**config.mk**
```make
export PLATFORM = sky130hd
export DESIGN_NAME = ftc_top
export DESIGN_NICKNAME = d
export VERILOG_FILES = /design/src/rtl/ftc_top.v /design/src/rtl/ftc_sync.v /design/src/rtl/ftc_count_core.v
export VERILOG_INCLUDE_DIRS = /design/src /design/src/rtl
export SDC_FILE = /design/constraint.sdc
export NUM_CORES = 2
export LEC_CHECK = 0
export BUFFER_PORTS_ARGS = -buffer_cell sky130_fd_sc_hd__clkbuf_2
export CORE_MARGIN = 2
export CORE_UTILIZATION = 50
export CTS_CLUSTER_DIAMETER = 40
export DETAILED_ROUTE_END_ITERATION = 10
export GPL_TIMING_DRIVEN = 0
export HOLD_SLACK_MARGIN = 0.08
export PLACE_DENSITY = 0.68
export RECOVER_POWER = 100
export SLEW_MARGIN = 20
export SYNTH_ARGS = -nofsm -noshare
export SYNTH_HDL_FRONTEND = slang
export SYNTH_SLANG_ARGS = --single-unit
export TNS_END_PERCENT = 20
```
**constraint.sdc**
```tcl
create_clock -name clk_sys -period 6.9 [get_ports clk_sys]
set_clock_uncertainty 0.2 [all_clocks]
set_input_delay 0.69 -clock clk_sys [delete_from_list [all_inputs] [get_ports clk_sys]]
set_output_delay 0.69 -clock clk_sys [all_outputs]
set_load 0.01 [all_outputs]
```
**src/rtl/ftc_consts.vh**
```
// Constants for the fast threshold up/down counter block.
// Assumes byte addressing of a 32-bit Avalon-MM register window.
`ifndef FTC_CONSTS_VH
`define FTC_CONSTS_VH

// Unit windows: fast pulse, quadrature one, quadrature two, global.
`define FTC_UNITS 3
`define FTC_UNIT_GLOBAL 2'h3

// Register offsets inside one unit window.
`define FTC_OFF_CTRL 5'h00
`define FTC_OFF_START 5'h04
`define FTC_OFF_UPPER 5'h08
`define FTC_OFF_LOWER 5'h0c
`define FTC_OFF_COUNT 5'h10
`define FTC_OFF_STATUS 5'h14
// Offset of the run register inside the global window.
`define FTC_OFF_RUN 5'h00

// Control register fields.
`define FTC_CTRL_EN_OPT 0
`define FTC_CTRL_EN 1
`define FTC_CTRL_DIR 2
`define FTC_CTRL_RETAIN 3
`define FTC_CTRL_CLEAR 4
`define FTC_CTRL_LOAD 5
`define FTC_CTRL_W 6

// Status register fields.
`define FTC_ST_UPPER 0
`define FTC_ST_LOWER 1
`define FTC_ST_ZERO 2
`define FTC_ST_CARRY 3

// Reset values.
`define FTC_CTRL_RST 6'h00
`define FTC_START_RST 32'h00000000
`define FTC_UPPER_RST 32'h7fffffff
`define FTC_LOWER_RST 32'h00000000

// Signed 32-bit count range.
`define FTC_CNT_MAX 32'h7fffffff
`define FTC_CNT_MIN 32'h80000000

// Timing: system clock and the highest permitted count frequency.
`define FTC_CLK_HZ 100000000
`define FTC_MAX_COUNT_HZ 5000
// Least clock cycles between two quadrature edges at that frequency.
`define FTC_MIN_EDGE_CYC (`FTC_CLK_HZ / (`FTC_MAX_COUNT_HZ * 4))

`endif

```
**src/rtl/ftc_top.v**
```verilog
// Top of the fast threshold counter: Avalon-MM register slave, one
// single-pulse counter and two quadrature counters on fixed pins.
// Assumes pins are asynchronous and count frequencies stay below 5 kHz.
//
// The address map and the Avalon-MM slave port were left to the implementer.
`timescale 1ns/1ps
`include "ftc_consts.vh"

module ftc_top (
  input wire clk_sys,
  input wire rst_n,
  input wire [4:0] avs_address,
  input wire avs_read,
  input wire avs_write,
  input wire [31:0] avs_writedata,
  input wire [3:0] avs_byteenable,
  output reg [31:0] avs_readdata,
  output reg avs_waitrequest,
  input wire fast_pulse_pin,
  input wire [3:0] quad_pin,
  output wire [2:0] upper_reached_flag,
  output wire [2:0] lower_reached_flag,
  output wire [2:0] null_value_flag,
  output wire [2:0] range_carry_flag,
  output reg run_active_q
);

  // Merge write data into an old value under the byte enables.
  // Lanes whose enable is low keep their old byte.
  function [31:0] be_merge;
    input [31:0] old_v;
    input [31:0] new_v;
    input [3:0] be;
    integer i;
    begin
      be_merge = old_v;
      for (i = 0; i < 4; i = i + 1) begin
        if (be[i]) begin
          be_merge[i*8 +: 8] = new_v[i*8 +: 8];
        end
      end
    end
  endfunction

  // Decode one quadrature step from {B,A} before and after.
  // Returns {down, up}; a jump of both channels is ignored.
  // Walking the table round once gives four counts per period.
  function [1:0] quad_step;
    input [1:0] prev_ba;
    input [1:0] cur_ba;
    begin
      case ({prev_ba, cur_ba})
        4'b0001: quad_step = 2'b01;
        4'b0111: quad_step = 2'b01;
        4'b1110: quad_step = 2'b01;
        4'b1000: quad_step = 2'b01;
        4'b0010: quad_step = 2'b10;
        4'b1011: quad_step = 2'b10;
        4'b1101: quad_step = 2'b10;
        4'b0100: quad_step = 2'b10;
        default: quad_step = 2'b00;
      endcase
    end
  endfunction

  // Register storage, one entry per unit.
  reg [`FTC_CTRL_W-1:0] ctrl_q [0:`FTC_UNITS-1];
  reg [31:0] start_q [0:`FTC_UNITS-1];
  reg [31:0] upper_q [0:`FTC_UNITS-1];
  reg [31:0] lower_q [0:`FTC_UNITS-1];
  reg [2:0] carry_seen_q;
  reg [2:0] load_prev_q;
  reg [2:0] restore_q;
  reg [31:0] restore_val_q [0:`FTC_UNITS-1];
  reg run_prev_q;
  reg [4:0] pins_prev_q;
  reg [31:0] rd_d;

  wire [4:0] pins_s;
  wire [95:0] count_flat;
  wire [6:0] byte_addr;
  wire [1:0] unit_sel;
  wire [4:0] reg_off;
  wire wr_take;
  wire run_start;
  wire fast_edge;
  wire [1:0] quad1_step;
  wire [1:0] quad2_step;
  wire [2:0] count_ok;
  wire [2:0] step_up;
  wire [2:0] step_dn;
  wire [2:0] clear_req;
  wire [2:0] load_req;

  integer u;
  genvar g;

  // Pins go through two flops before anything looks at them.
  // Bit 4 is the fast pulse pin, bits 3 to 0 the channel pins.
  ftc_sync #(
    .W(5)
  ) u_sync (
    .clk_sys(clk_sys),
    .rst_n(rst_n),
    .async_in({fast_pulse_pin, quad_pin}),
    .sync_out(pins_s)
  );

  // Previous synchronised pin levels for edge detection.
  always @(posedge clk_sys or negedge rst_n) begin
    if (!rst_n) begin
      pins_prev_q <= 5'h00;
    end else begin
      pins_prev_q <= pins_s;
    end
  end

  // Every edge is seen at 100 MHz; a 5 kHz source leaves thousands of
  // cycles between edges, so no extra filtering is needed.
  assign fast_edge = pins_s[4] & ~pins_prev_q[4];
  // Pins 0/1 are channel A/B of unit one, pins 2/3 of unit two.
  assign quad1_step = quad_step(pins_prev_q[1:0], pins_s[1:0]);
  assign quad2_step = quad_step(pins_prev_q[3:2], pins_s[3:2]);

  // Counting needs run mode and, when the option asks, the enable bit.
  // Stop mode freezes every unit, whatever its enable bit says.
  generate
    for (g = 0; g < 3; g = g + 1) begin : g_ok
      assign count_ok[g] = run_active_q &
        (~ctrl_q[g][`FTC_CTRL_EN_OPT] | ctrl_q[g][`FTC_CTRL_EN]);
    end
  endgenerate

  // Single pulse front end: direction bit low counts up.
  assign step_up[0] = fast_edge & ~ctrl_q[0][`FTC_CTRL_DIR] &
    count_ok[0];
  assign step_dn[0] = fast_edge & ctrl_q[0][`FTC_CTRL_DIR] &
    count_ok[0];
  // Quadrature front ends count all four edges of each period.
  assign step_up[1] = quad1_step[0] & count_ok[1];
  assign step_dn[1] = quad1_step[1] & count_ok[1];
  assign step_up[2] = quad2_step[0] & count_ok[2];
  assign step_dn[2] = quad2_step[1] & count_ok[2];

  // Entering run from stop clears units that do not retain their count.
  // Retaining units go on from the count they held while stopped.
  assign run_start = run_active_q & ~run_prev_q;

  generate
    for (g = 0; g < 3; g = g + 1) begin : g_req
      assign clear_req[g] = ctrl_q[g][`FTC_CTRL_CLEAR] |
        (run_start & ~ctrl_q[g][`FTC_CTRL_RETAIN]);
      assign load_req[g] = ctrl_q[g][`FTC_CTRL_LOAD] &
        ~load_prev_q[g];
    end
  endgenerate

  // Three identical count units.
  generate
    for (g = 0; g < 3; g = g + 1) begin : g_unit
      ftc_count_core u_core (
        .clk_sys(clk_sys),
        .rst_n(rst_n),
        .count_up(step_up[g]),
        .count_down(step_dn[g]),
        .clear_to_zero(clear_req[g]),
        .load_start_value(load_req[g]),
        .restore(restore_q[g]),
        .start_value(start_q[g]),
        .restore_value(restore_val_q[g]),
        .upper_limit_value(upper_q[g]),
        .lower_limit_value(lower_q[g]),
        .actual_count(count_flat[g*32 +: 32]),
        .upper_reached_flag(upper_reached_flag[g]),
        .lower_reached_flag(lower_reached_flag[g]),
        .null_value_flag(null_value_flag[g]),
        .range_carry_flag(range_carry_flag[g])
      );
    end
  endgenerate

  // Address split: two bits pick the unit, five bits the register.
  assign byte_addr = {avs_address, 2'b00};
  assign unit_sel = byte_addr[6:5];
  assign reg_off = byte_addr[4:0];
  assign wr_take = avs_write & ~avs_waitrequest;

  // Read multiplexer; unmapped offsets read as zero.
  // Status bit 3 is sticky, since the live carry pulse is too short to read.
  always @* begin
    rd_d = 32'h00000000;
    if (unit_sel == `FTC_UNIT_GLOBAL) begin
      if (reg_off == `FTC_OFF_RUN) begin
        rd_d = {31'h00000000, run_active_q};
      end
    end else begin
      case (reg_off)
        `FTC_OFF_CTRL: begin
          rd_d = {26'h0000000, ctrl_q[unit_sel]};
        end
        `FTC_OFF_START: begin
          rd_d = start_q[unit_sel];
        end
        `FTC_OFF_UPPER: begin
          rd_d = upper_q[unit_sel];
        end
        `FTC_OFF_LOWER: begin
          rd_d = lower_q[unit_sel];
        end
        `FTC_OFF_COUNT: begin
          rd_d = count_flat[unit_sel*32 +: 32];
        end
        `FTC_OFF_STATUS: begin
          rd_d = {28'h0000000, carry_seen_q[unit_sel],
            null_value_flag[unit_sel], lower_reached_flag[unit_sel],
            upper_reached_flag[unit_sel]};
        end
        default: begin
          rd_d = 32'h00000000;
        end
      endcase
    end
  end

  // Bus handshake: one wait cycle, then the access is taken at the edge
  // where waitrequest is seen low. Idle waitrequest stays high, which
  // keeps the answer time fixed at two edges.
  // Read data are loaded as waitrequest falls and then stand unchanged.
  always @(posedge clk_sys or negedge rst_n) begin
    if (!rst_n) begin
      avs_waitrequest <= 1'b1;
      avs_readdata <= 32'h00000000;
    end else if ((avs_read || avs_write) && avs_waitrequest) begin
      avs_waitrequest <= 1'b0;
      if (avs_read) begin
        avs_readdata <= rd_d;
      end
    end else begin
      avs_waitrequest <= 1'b1;
    end
  end

  // Run mode and its previous value for the start edge.
  // Only byte lane 0 carries the run bit.
  always @(posedge clk_sys or negedge rst_n) begin
    if (!rst_n) begin
      run_active_q <= 1'b0;
      run_prev_q <= 1'b0;
    end else begin
      run_prev_q <= run_active_q;
      if (wr_take && unit_sel == `FTC_UNIT_GLOBAL &&
          reg_off == `FTC_OFF_RUN && avs_byteenable[0]) begin
        run_active_q <= avs_writedata[0];
      end
    end
  end

  // Unit registers. The count may be written back only while stopped,
  // which is how software restores a count saved before power loss.
  // restore_q is a one-cycle strobe into the core.
  always @(posedge clk_sys or negedge rst_n) begin
    if (!rst_n) begin
      for (u = 0; u < 3; u = u + 1) begin
        ctrl_q[u] <= `FTC_CTRL_RST;
        start_q[u] <= `FTC_START_RST;
        upper_q[u] <= `FTC_UPPER_RST;
        lower_q[u] <= `FTC_LOWER_RST;
        restore_val_q[u] <= 32'h00000000;
      end
      carry_seen_q <= 3'h0;
      load_prev_q <= 3'h0;
      restore_q <= 3'h0;
    end else begin
      for (u = 0; u < 3; u = u + 1) begin
        load_prev_q[u] <= ctrl_q[u][`FTC_CTRL_LOAD];
        restore_q[u] <= 1'b0;
        if (wr_take && unit_sel == u) begin
          case (reg_off)
            `FTC_OFF_CTRL: begin
              // Every control bit sits in byte lane 0.
              if (avs_byteenable[0]) begin
                ctrl_q[u] <= avs_writedata[`FTC_CTRL_W-1:0];
              end
            end
            `FTC_OFF_START: begin
              start_q[u] <= be_merge(start_q[u], avs_writedata,
                avs_byteenable);
            end
            `FTC_OFF_UPPER: begin
              upper_q[u] <= be_merge(upper_q[u], avs_writedata,
                avs_byteenable);
            end
            `FTC_OFF_LOWER: begin
              lower_q[u] <= be_merge(lower_q[u], avs_writedata,
                avs_byteenable);
            end
            `FTC_OFF_COUNT: begin
              // A write while running is dropped; it would race the pins.
              if (!run_active_q) begin
                restore_q[u] <= 1'b1;
                restore_val_q[u] <= be_merge(count_flat[u*32 +: 32],
                  avs_writedata, avs_byteenable);
              end
            end
            default: begin
            end
          endcase
        end
        // Sticky carry: a new carry pulse wins over a write-one clear.
        // Software clears it by writing a one to status bit 3.
        if (range_carry_flag[u]) begin
          carry_seen_q[u] <= 1'b1;
        end else if (wr_take && unit_sel == u &&
            reg_off == `FTC_OFF_STATUS && avs_byteenable[0] &&
            avs_writedata[`FTC_ST_CARRY]) begin
          carry_seen_q[u] <= 1'b0;
        end
      end
    end
  end

endmodule

```
**src/rtl/ftc_sync.v**
```verilog
// Two-stage synchroniser for a group of asynchronous pin levels.
// Assumes each pin is a slow level compared with the clock.
`timescale 1ns/1ps

module ftc_sync #(
  parameter W = 5
) (
  input wire clk_sys,
  input wire rst_n,
  input wire [W-1:0] async_in,
  output reg [W-1:0] sync_out
);

  reg [W-1:0] meta_q;

  // The first stage feeds only the second stage.
  always @(posedge clk_sys or negedge rst_n) begin
    if (!rst_n) begin
      meta_q <= {W{1'b0}};
      sync_out <= {W{1'b0}};
    end else begin
      meta_q <= async_in;
      sync_out <= meta_q;
    end
  end

endmodule

```
**src/rtl/ftc_count_core.v**
```verilog
// One signed 32-bit up/down count unit with threshold and range flags.
// Assumes count_up and count_down are one-cycle pulses from the top.
`timescale 1ns/1ps
`include "ftc_consts.vh"

module ftc_count_core (
  input wire clk_sys,
  input wire rst_n,
  input wire count_up,
  input wire count_down,
  input wire clear_to_zero,
  input wire load_start_value,
  input wire restore,
  input wire [31:0] start_value,
  input wire [31:0] restore_value,
  input wire [31:0] upper_limit_value,
  input wire [31:0] lower_limit_value,
  output reg [31:0] actual_count,
  output reg upper_reached_flag,
  output reg lower_reached_flag,
  output reg null_value_flag,
  output reg range_carry_flag
);

  reg [31:0] count_d;
  reg carry_d;

  // Next count: clear beats load, load beats restore, all beat counting.
  always @* begin
    count_d = actual_count;
    carry_d = 1'b0;
    if (clear_to_zero) begin
      count_d = 32'h00000000;
    end else if (load_start_value) begin
      count_d = start_value;
    end else if (restore) begin
      count_d = restore_value;
    end else if (count_up && !count_down) begin
      // A step past the range end is refused; the old count stays.
      if (actual_count == `FTC_CNT_MAX) begin
        carry_d = 1'b1;
      end else begin
        count_d = actual_count + 32'h00000001;
      end
    end else if (count_down && !count_up) begin
      if (actual_count == `FTC_CNT_MIN) begin
        carry_d = 1'b1;
      end else begin
        count_d = actual_count - 32'h00000001;
      end
    end
  end

  // Flags are taken from the next count so they line up with it.
  always @(posedge clk_sys or negedge rst_n) begin
    if (!rst_n) begin
      actual_count <= 32'h00000000;
      upper_reached_flag <= 1'b0;
      lower_reached_flag <= 1'b1;
      null_value_flag <= 1'b1;
      range_carry_flag <= 1'b0;
    end else begin
      actual_count <= count_d;
      upper_reached_flag <=
        ($signed(count_d) >= $signed(upper_limit_value));
      lower_reached_flag <=
        ($signed(count_d) <= $signed(lower_limit_value));
      null_value_flag <= (count_d == 32'h00000000);
      range_carry_flag <= carry_d;
    end
  end

endmodule

```
---- Word-level counts from Yosys, hierarchy flattened ----
Memories as Yosys holds them, arrays and structs flattened.
Index checks and enable logic that the tools add are counted.
cells by class
  reductions and logical operators ........ 80
  mux-type cells .......................... 89
  equality and inequality tests ........... 14
  shift-type cells ........................ 1
  bitwise logic cells ..................... 41
  add/subtract/negate cells ............... 6
  order comparisons ....................... 8
operators by type and width
  cell                                                                  count
  32-bit 2-to-1 mux                                                     28
  32-bit binary-select mux with 2-bit select                            3
  32-bit one-hot mux with 6 select lines                                1
  3-bit AND reduction                                                   42
  32-bit by 1-bit adder with 32-bit output, second input constant       3
  32-bit by 31-bit == test with 1-bit output, second input constant     3
  32-bit == test, second input constant                                 3
  32-bit >= comparator                                                  3
  32-bit <= comparator                                                  3
  32-bit zero test                                                      3
  8-bit 2-to-1 mux                                                      12
  96-bit by 8-bit variable part select with 32-bit output               1
  32-bit by 1-bit subtractor with 32-bit output, second input constant  3
  1-bit 2-to-1 mux                                                      38
  1-bit logical AND                                                     22
  1-bit bitwise AND                                                     20
  1-bit NOT                                                             14
  6-bit binary-select mux with 2-bit select                             1
  6-bit 2-to-1 mux                                                      2
  1-bit binary-select mux with 2-bit select                             4
  3-bit by 2-bit == test with 1-bit output, second input constant       2
  3-bit == test, second input constant                                  2
  1-bit zero test                                                       6
  1-bit bitwise OR                                                      6
  11 further kinds                                                      14
word-level totals
  output and inout port bits .............. 46
  memory bits (read-only) ................. 64
  input port bits ......................... 50
  memories ................................ 2
  register bits ........................... 569
  word-level logic and storage cells ...... 310
memory list
  memory           words  bits a word  read ports  clocked after Yosys merged registers in  wr ports  line          RTL
  (no name shown)  16     2            1           0                                        0         ftc_top.v:52  case ({prev_ba, cur_ba})
  (no name shown)  16     2            1           0                                        0         ftc_top.v:52

---- Longest topological paths before layout ----
  word-level depth ........................ 12
  depth in mapped cells ................... 24
  mapped depth without buffers ............ 21

---- Modules after synthesis ----
A second synthesis with hierarchy kept.
unflattened totals
  cell total of the unflattened synthesis .. 3765
  area, all modules ....................... 36781.5 sq um
by module, submodules not included
  module                             sequential area each (sq um)  cells an instance  area each (sq um)  times used
  ftc_top                            11403.4                       1824               21594.5            1
  ftc_count_core (g_unit[1].u_core)  903.4                         661                4992.3             1
  ftc_count_core (g_unit[0].u_core)  903.4                         632                4991.0             1
  ftc_count_core (g_unit[2].u_core)  903.4                         638                4953.5             1
  ftc_sync                           250.2                         10                 250.2              1

---- Least setup slack after synthesis ----
OpenSTA, ideal clock, no wires.
  path type ............................... register to register
  start ................................... register g_unit[2].u_core.actual_count[5]
  end ..................................... register g_unit[2].u_core.lower_reached_flag
  arrival time ............................ 4.432 ns
  library setup time ...................... 0.082 ns
  stages on the path, launching flop included .. 16
  required time ........................... 6.618 ns
  setup slack ............................. 2.186 ns
  clock period less this slack ............ 4.714 ns
  path buffers ............................ 1
  cells stage by stage .................... dfrtp_1 > clkbuf_1 > nor4_1 > nand3_1 > a2111oi_0 > nand2_1 > o21ai_0 > xnor2_1 > a2111oi_0 > ha_1 > nand4_1 > or2_2 > nor4_1 > a31oi_1 > o211ai_1 > mux2_2
between the ends
  word-level cells in the longest chain between the ends .. 8
  elaborated cells between the ends (all ways) .. 12
  classes of those cells .................. 2 x add/sub; 1 x order compare; 2 x eq/ne; 7 x mux
RTL lines
  what                                                                             line                 RTL
  from (decl)                                                                      ftc_count_core.v:18  output reg [31:0] actual_count,
  from (signal assigned)                                                           ftc_count_core.v:63  actual_count <= count_d;
  32-bit by 1-bit subtractor with 32-bit output or 32-bit == test (tied branches)  --
  32-bit 2-to-1 mux                                                                ftc_count_core.v:46  if (actual_count == `FTC_CNT_MIN) begin
  32-bit 2-to-1 mux                                                                ftc_count_core.v:45  end else if (count_down && !count_up) begin
  32-bit 2-to-1 mux *                                                              ftc_count_core.v:38  end else if (count_up && !count_down) begin
  32-bit 2-to-1 mux *                                                              ftc_count_core.v:36  end else if (restore) begin
  32-bit 2-to-1 mux *                                                              ftc_count_core.v:34  end else if (load_start_value) begin
  32-bit 2-to-1 mux *                                                              ftc_count_core.v:32  if (clear_to_zero) begin
  net g_unit[2].u_core.count_d[28]                                                 ftc_count_core.v:25  reg [31:0] count_d;
  32-bit <= comparator *                                                           ftc_count_core.v:67  ($signed(count_d) <= $signed(lower_limit_value));
  to (signal assigned)                                                             ftc_count_core.v:66  lower_reached_flag <=
  to (decl)                                                                        ftc_count_core.v:20  output reg lower_reached_flag,
Mark *: on every way through the listed nets, which the timed path passes. The rest lies on a longest branch.
A chain may end at the register's enable or synchronous reset.

---- Worst setup path in the final report ----
  start ................................... register run_active_q
  end ..................................... register g_unit[2].u_core.upper_reached_flag
between the ends
  word-level cells in the longest chain between the ends .. 10
  elaborated cells between the ends (all ways) .. 16
  classes of those cells .................. 1 x order compare; 5 x mux; 6 x bitwise; 4 x reduce/logical
RTL lines
  what                              line                 RTL
  from (decl)                       ftc_top.v:25         output reg run_active_q
  from (signal assigned)            ftc_top.v:253        run_active_q <= avs_writedata[0];
  1-bit bitwise AND                 ftc_top.v:129        assign count_ok[g] = run_active_q &
  1-bit bitwise AND                 ftc_top.v:142        assign step_up[2] = quad2_step[0] & count_ok[2];
  1-bit zero test                   ftc_count_core.v:45
  1-bit logical AND                 ftc_count_core.v:45
  32-bit 2-to-1 mux                 ftc_count_core.v:45
  32-bit 2-to-1 mux                 ftc_count_core.v:38
  32-bit 2-to-1 mux                 ftc_count_core.v:36
  32-bit 2-to-1 mux                 ftc_count_core.v:34
  32-bit 2-to-1 mux *               ftc_count_core.v:32
  net g_unit[2].u_core.count_d[24]  ftc_count_core.v:25
  32-bit >= comparator *            ftc_count_core.v:65  ($signed(count_d) >= $signed(upper_limit_value));
  to (signal assigned)              ftc_count_core.v:64  upper_reached_flag <=
  to (decl)                         ftc_count_core.v:19  output reg upper_reached_flag,
Marked as above.

==> impl_metrics.tcl <==
set metrics [dict create \
    fillers 6441 \
    yosysMostFrequentCell "dfrtp_1" \
    tns_ns -0.0102 \
    die-height_um 274 \
    crit_fanout 10 \
    syn_nets 4131 \
    grt_usage_pct 43.8 \
    fmax_mhz 145 \
    place_congestion 1.05 \
    synth_area_leaders "dfrtp_1 32%, mux2_2 9.7%, dfstp_2 7.2%, ha_1 6.9%, mux2i_1 6.7%" \
    grt_start_max_net_pins 91 \
    multiInputGateArea_um2 20100 \
    finalHoldViolCount 0 \
    htreeDepth 3 \
    worst_slack_ns -0.0102 \
    finalNonFillerCells 5121 \
    holdPathStages 0 \
    fin_crit_sh_pct 100 \
    area_growth_pct 14.2 \
    clkLatencyLatePin_ns 0.68 \
    initial_core_util_pct 50.8 \
    grt_pass1_vias 32100 \
    synthCells 3880 \
    power_density_nw_per_um2 356 \
    end_kind "flip-flop" \
    path_clk_slew_ns 0.06 \
    yosysSeqAreaShare_pct 39.5 \
    hp-start "u_sync.meta_q[1]" \
    ff2ff_setup_slack_ns -0.01 \
    synth_ff_type "dfrtp_1" \
    hold_end "u_sync.sync_out[1]" \
    place.port_buffers 90 \
    synth_top_cell_by_area "dfrtp_1" \
    num_vias 33600 \
    netlist.area_leader.share_pct 32.2 \
    drt_iter0_drc 4256 \
    drcViolationCount 0 \
    post_dp_cell_area_um2 38300 \
    antenna_found_initial 6 \
    die-area_um2 75000 \
    synthesis.area_um2 36400 \
    ys_warn_count 0 \
    core_area_um2 71700 \
    grt_pass1_wl_um 233000 \
    wl_per_cell_um 32.3 \
    final-max-slew-violation-count 375 \
    hold_path.class "reg2reg" \
    ios 96 \
    ys_seq_elements 569 \
    placed_cells 4930 \
    syn_avg_cell_area_um2 9.38 \
    cts_tree "done" \
    num-nets-final 4337 \
    numCtsBuffers 96 \
    cpPeakStageDelay_ns 1.20 \
    cts.path.max_buffers 3 \
    ir_drop_mv 0.280 \
    rsz0062_at_grt "no" \
    place.detailed.hpwl_um 130000 \
    p_total_mw 14.8 \
    dieWidth_um 274 \
    final_util_pct 57.9 \
    ys_types 85 \
    arrival_ns 7.19 \
    post-place-ws_ns -0.0707 \
    max_cap_violations 5 \
    cp.required_ns 7.18 \
    rows 98 \
    synthTopCellsByCount "469 x dfrtp_1, 351 x nand2_1, 312 x mux2_2" \
    final_cell_area_um2 41600 \
    p_leak_nw 18.1 \
    period_needed_ns 6.91 \
    relSlewSlack_pct -151 \
    worstSetupPathType "reg2reg" \
    setup_violations 1 \
    async_reset_ff_share_pct 100 \
    status "complete, but fails checks" \
    routed_wl_um 166000 \
    synth_edf_count 0 \
    whs_ns 0.148 \
    drive_gt1_share_pct 16.5 \
    grt_overflow 0 \
    violations "capacitance limit, slew limit, setup timing" \
    crit_chain "clkbuf_2 > nand4_1 > nor4bb_1 > a22oi_1 > xor2_1 > a21oi_1 > ha_1 > nand4_1 > or2_2 > nor4_1 > a311oi_1 > and4b_1 > a21oi_1" \
    viasPerCell 6.56 \
    worst_pin_slew_ns 3.76 \
    r2r_end "g_unit[2].u_core.upper_reached_flag" \
    clock-sinks 569 \
    cp.buffers_inverters 1 \
    postCtsSetupBuffers 0 \
    start_kind "flip-flop" \
    timing.rr.start "run_active_q" \
    final-seq-area_um2 14400 \
    crit_slowest_cell "nor4bb_1" \
    first_pass_iters 6 \
    crit_family "simple AND/OR/NAND/NOR gates" \
    ant_nets 0 \
    root_buffer "clkbuf_16" \
    rr_worst_depth 13 \
]
-- worst max-delay path by stage --
stage / from / endpoint / slack, ns / cells past startpoint
after detailed placement: run_active_q / g_unit[2].u_core.upper_reached_flag / -0.07 / 14
after global placement: rst_n / u_sync.meta_q[0] / -8.65 / 1
after CTS: g_unit[2].u_core.actual_count[25] / g_unit[2].u_core.upper_reached_flag / 0.006 / 16
after floorplan: g_unit[2].u_core.actual_count[5] / g_unit[2].u_core.lower_reached_flag / 2.19 / 15
final: run_active_q / g_unit[2].u_core.upper_reached_flag / -0.01 / 13
after global routing: run_active_q / g_unit[2].u_core.upper_reached_flag / 0.05 / 16
-- sequential cells by signal, indices dropped and copies added (netlist names), 3 cells and up --
name	cells
avs_readdata	32
carry_seen_q	3
ctrl_q	18
g_unit.u_core.actual_count	96
g_unit.u_core.lower_reached_flag	3
g_unit.u_core.null_value_flag	3
g_unit.u_core.range_carry_flag	3
g_unit.u_core.upper_reached_flag	3
load_prev_q	3
lower_q	96
pins_prev_q	5
restore_q	3
restore_val_q	96
start_q	96
u_sync.meta_q	5
u_sync.sync_out	5
upper_q	96
-- final cells by class --
cell class	count	area share, %
antenna	1	0.00602
buffer	288	2.79
clock buffer	115	6.12
clock inverter	67	1.91
inverter	219	1.98
multi-input combinational	2804	48.4
sequential	569	34.6
tap	950	2.86
timing repair buffer	108	1.39
-- power by group --
group | internal [mW] | switching, mW
sequential | 3.83 | 0.558
combinational | 1.86 | 3.59
clock | 2.93 | 2.02
-- metal layers --
layer,GRT usage (%),routed length (um),share of wire (%),vias to the layer above
met2,64.6,70200,42,2106
met1,57.8,66000,40,16600
met3,11.7,17900,11,471
li1,-,-,-,14500
met5,0,8,0.0048,-
met4,25.8,11500,6.9,2
-- cells in the final DEF (no fill, tap or decap), drive strengths merged, types with 26 or more instances in the layout --
cell    count
a21o       46
a21oi     206
a221oi     33
buf        40
clkbuf    463
dfrtp     469
dfstp     100
ha        201
inv       249
mux2      312
mux2i     243
nand2     351
nand2b     39
nand3      97
nand3b     46
nand4      99
nor2      205
nor2b      36
nor3       70
nor4       48
o211ai     56
o21ai     283
o22ai      39
or4        26
xnor2      46
xor2       38
-- cells by family (layout without fill, tap and decap cells) --
group           count (synthesis)  after routing  share of synthesized area, %
simple gates                 1143           1143                          16.0
compound gates                821            821                          13.8
flops                         569            569                          39.5
mux                           555            555                          16.3
buf+inv                       507            797                          5.44
fa+ha+maj                     201            201                          6.91
xor+xnor                       84             84                          2.02
other cells                     0              1                             0
-- timing repair --
action	CTS	global route
setup endpoints to repair	1	3
hold buffers	8	0
gates cloned	0	0
gates resized for setup	1	12
endpoints found under the hold margin	46	0
-- worst reg2reg max path: stages (launching register included) --
cell and delay [ns]:
dfrtp_1 0.69, clkbuf_2 0.49, nand4_1 0.54, nor4bb_1 1.20
a22oi_1 0.25, xor2_1 0.22, a21oi_1 0.55, ha_1 0.24
nand4_1 0.08, or2_2 0.32, nor4_1 0.80, a311oi_1 0.24
and4b_1 0.27, a21oi_1 0.61
Note: power is estimated with default switching activity, not from simulation.
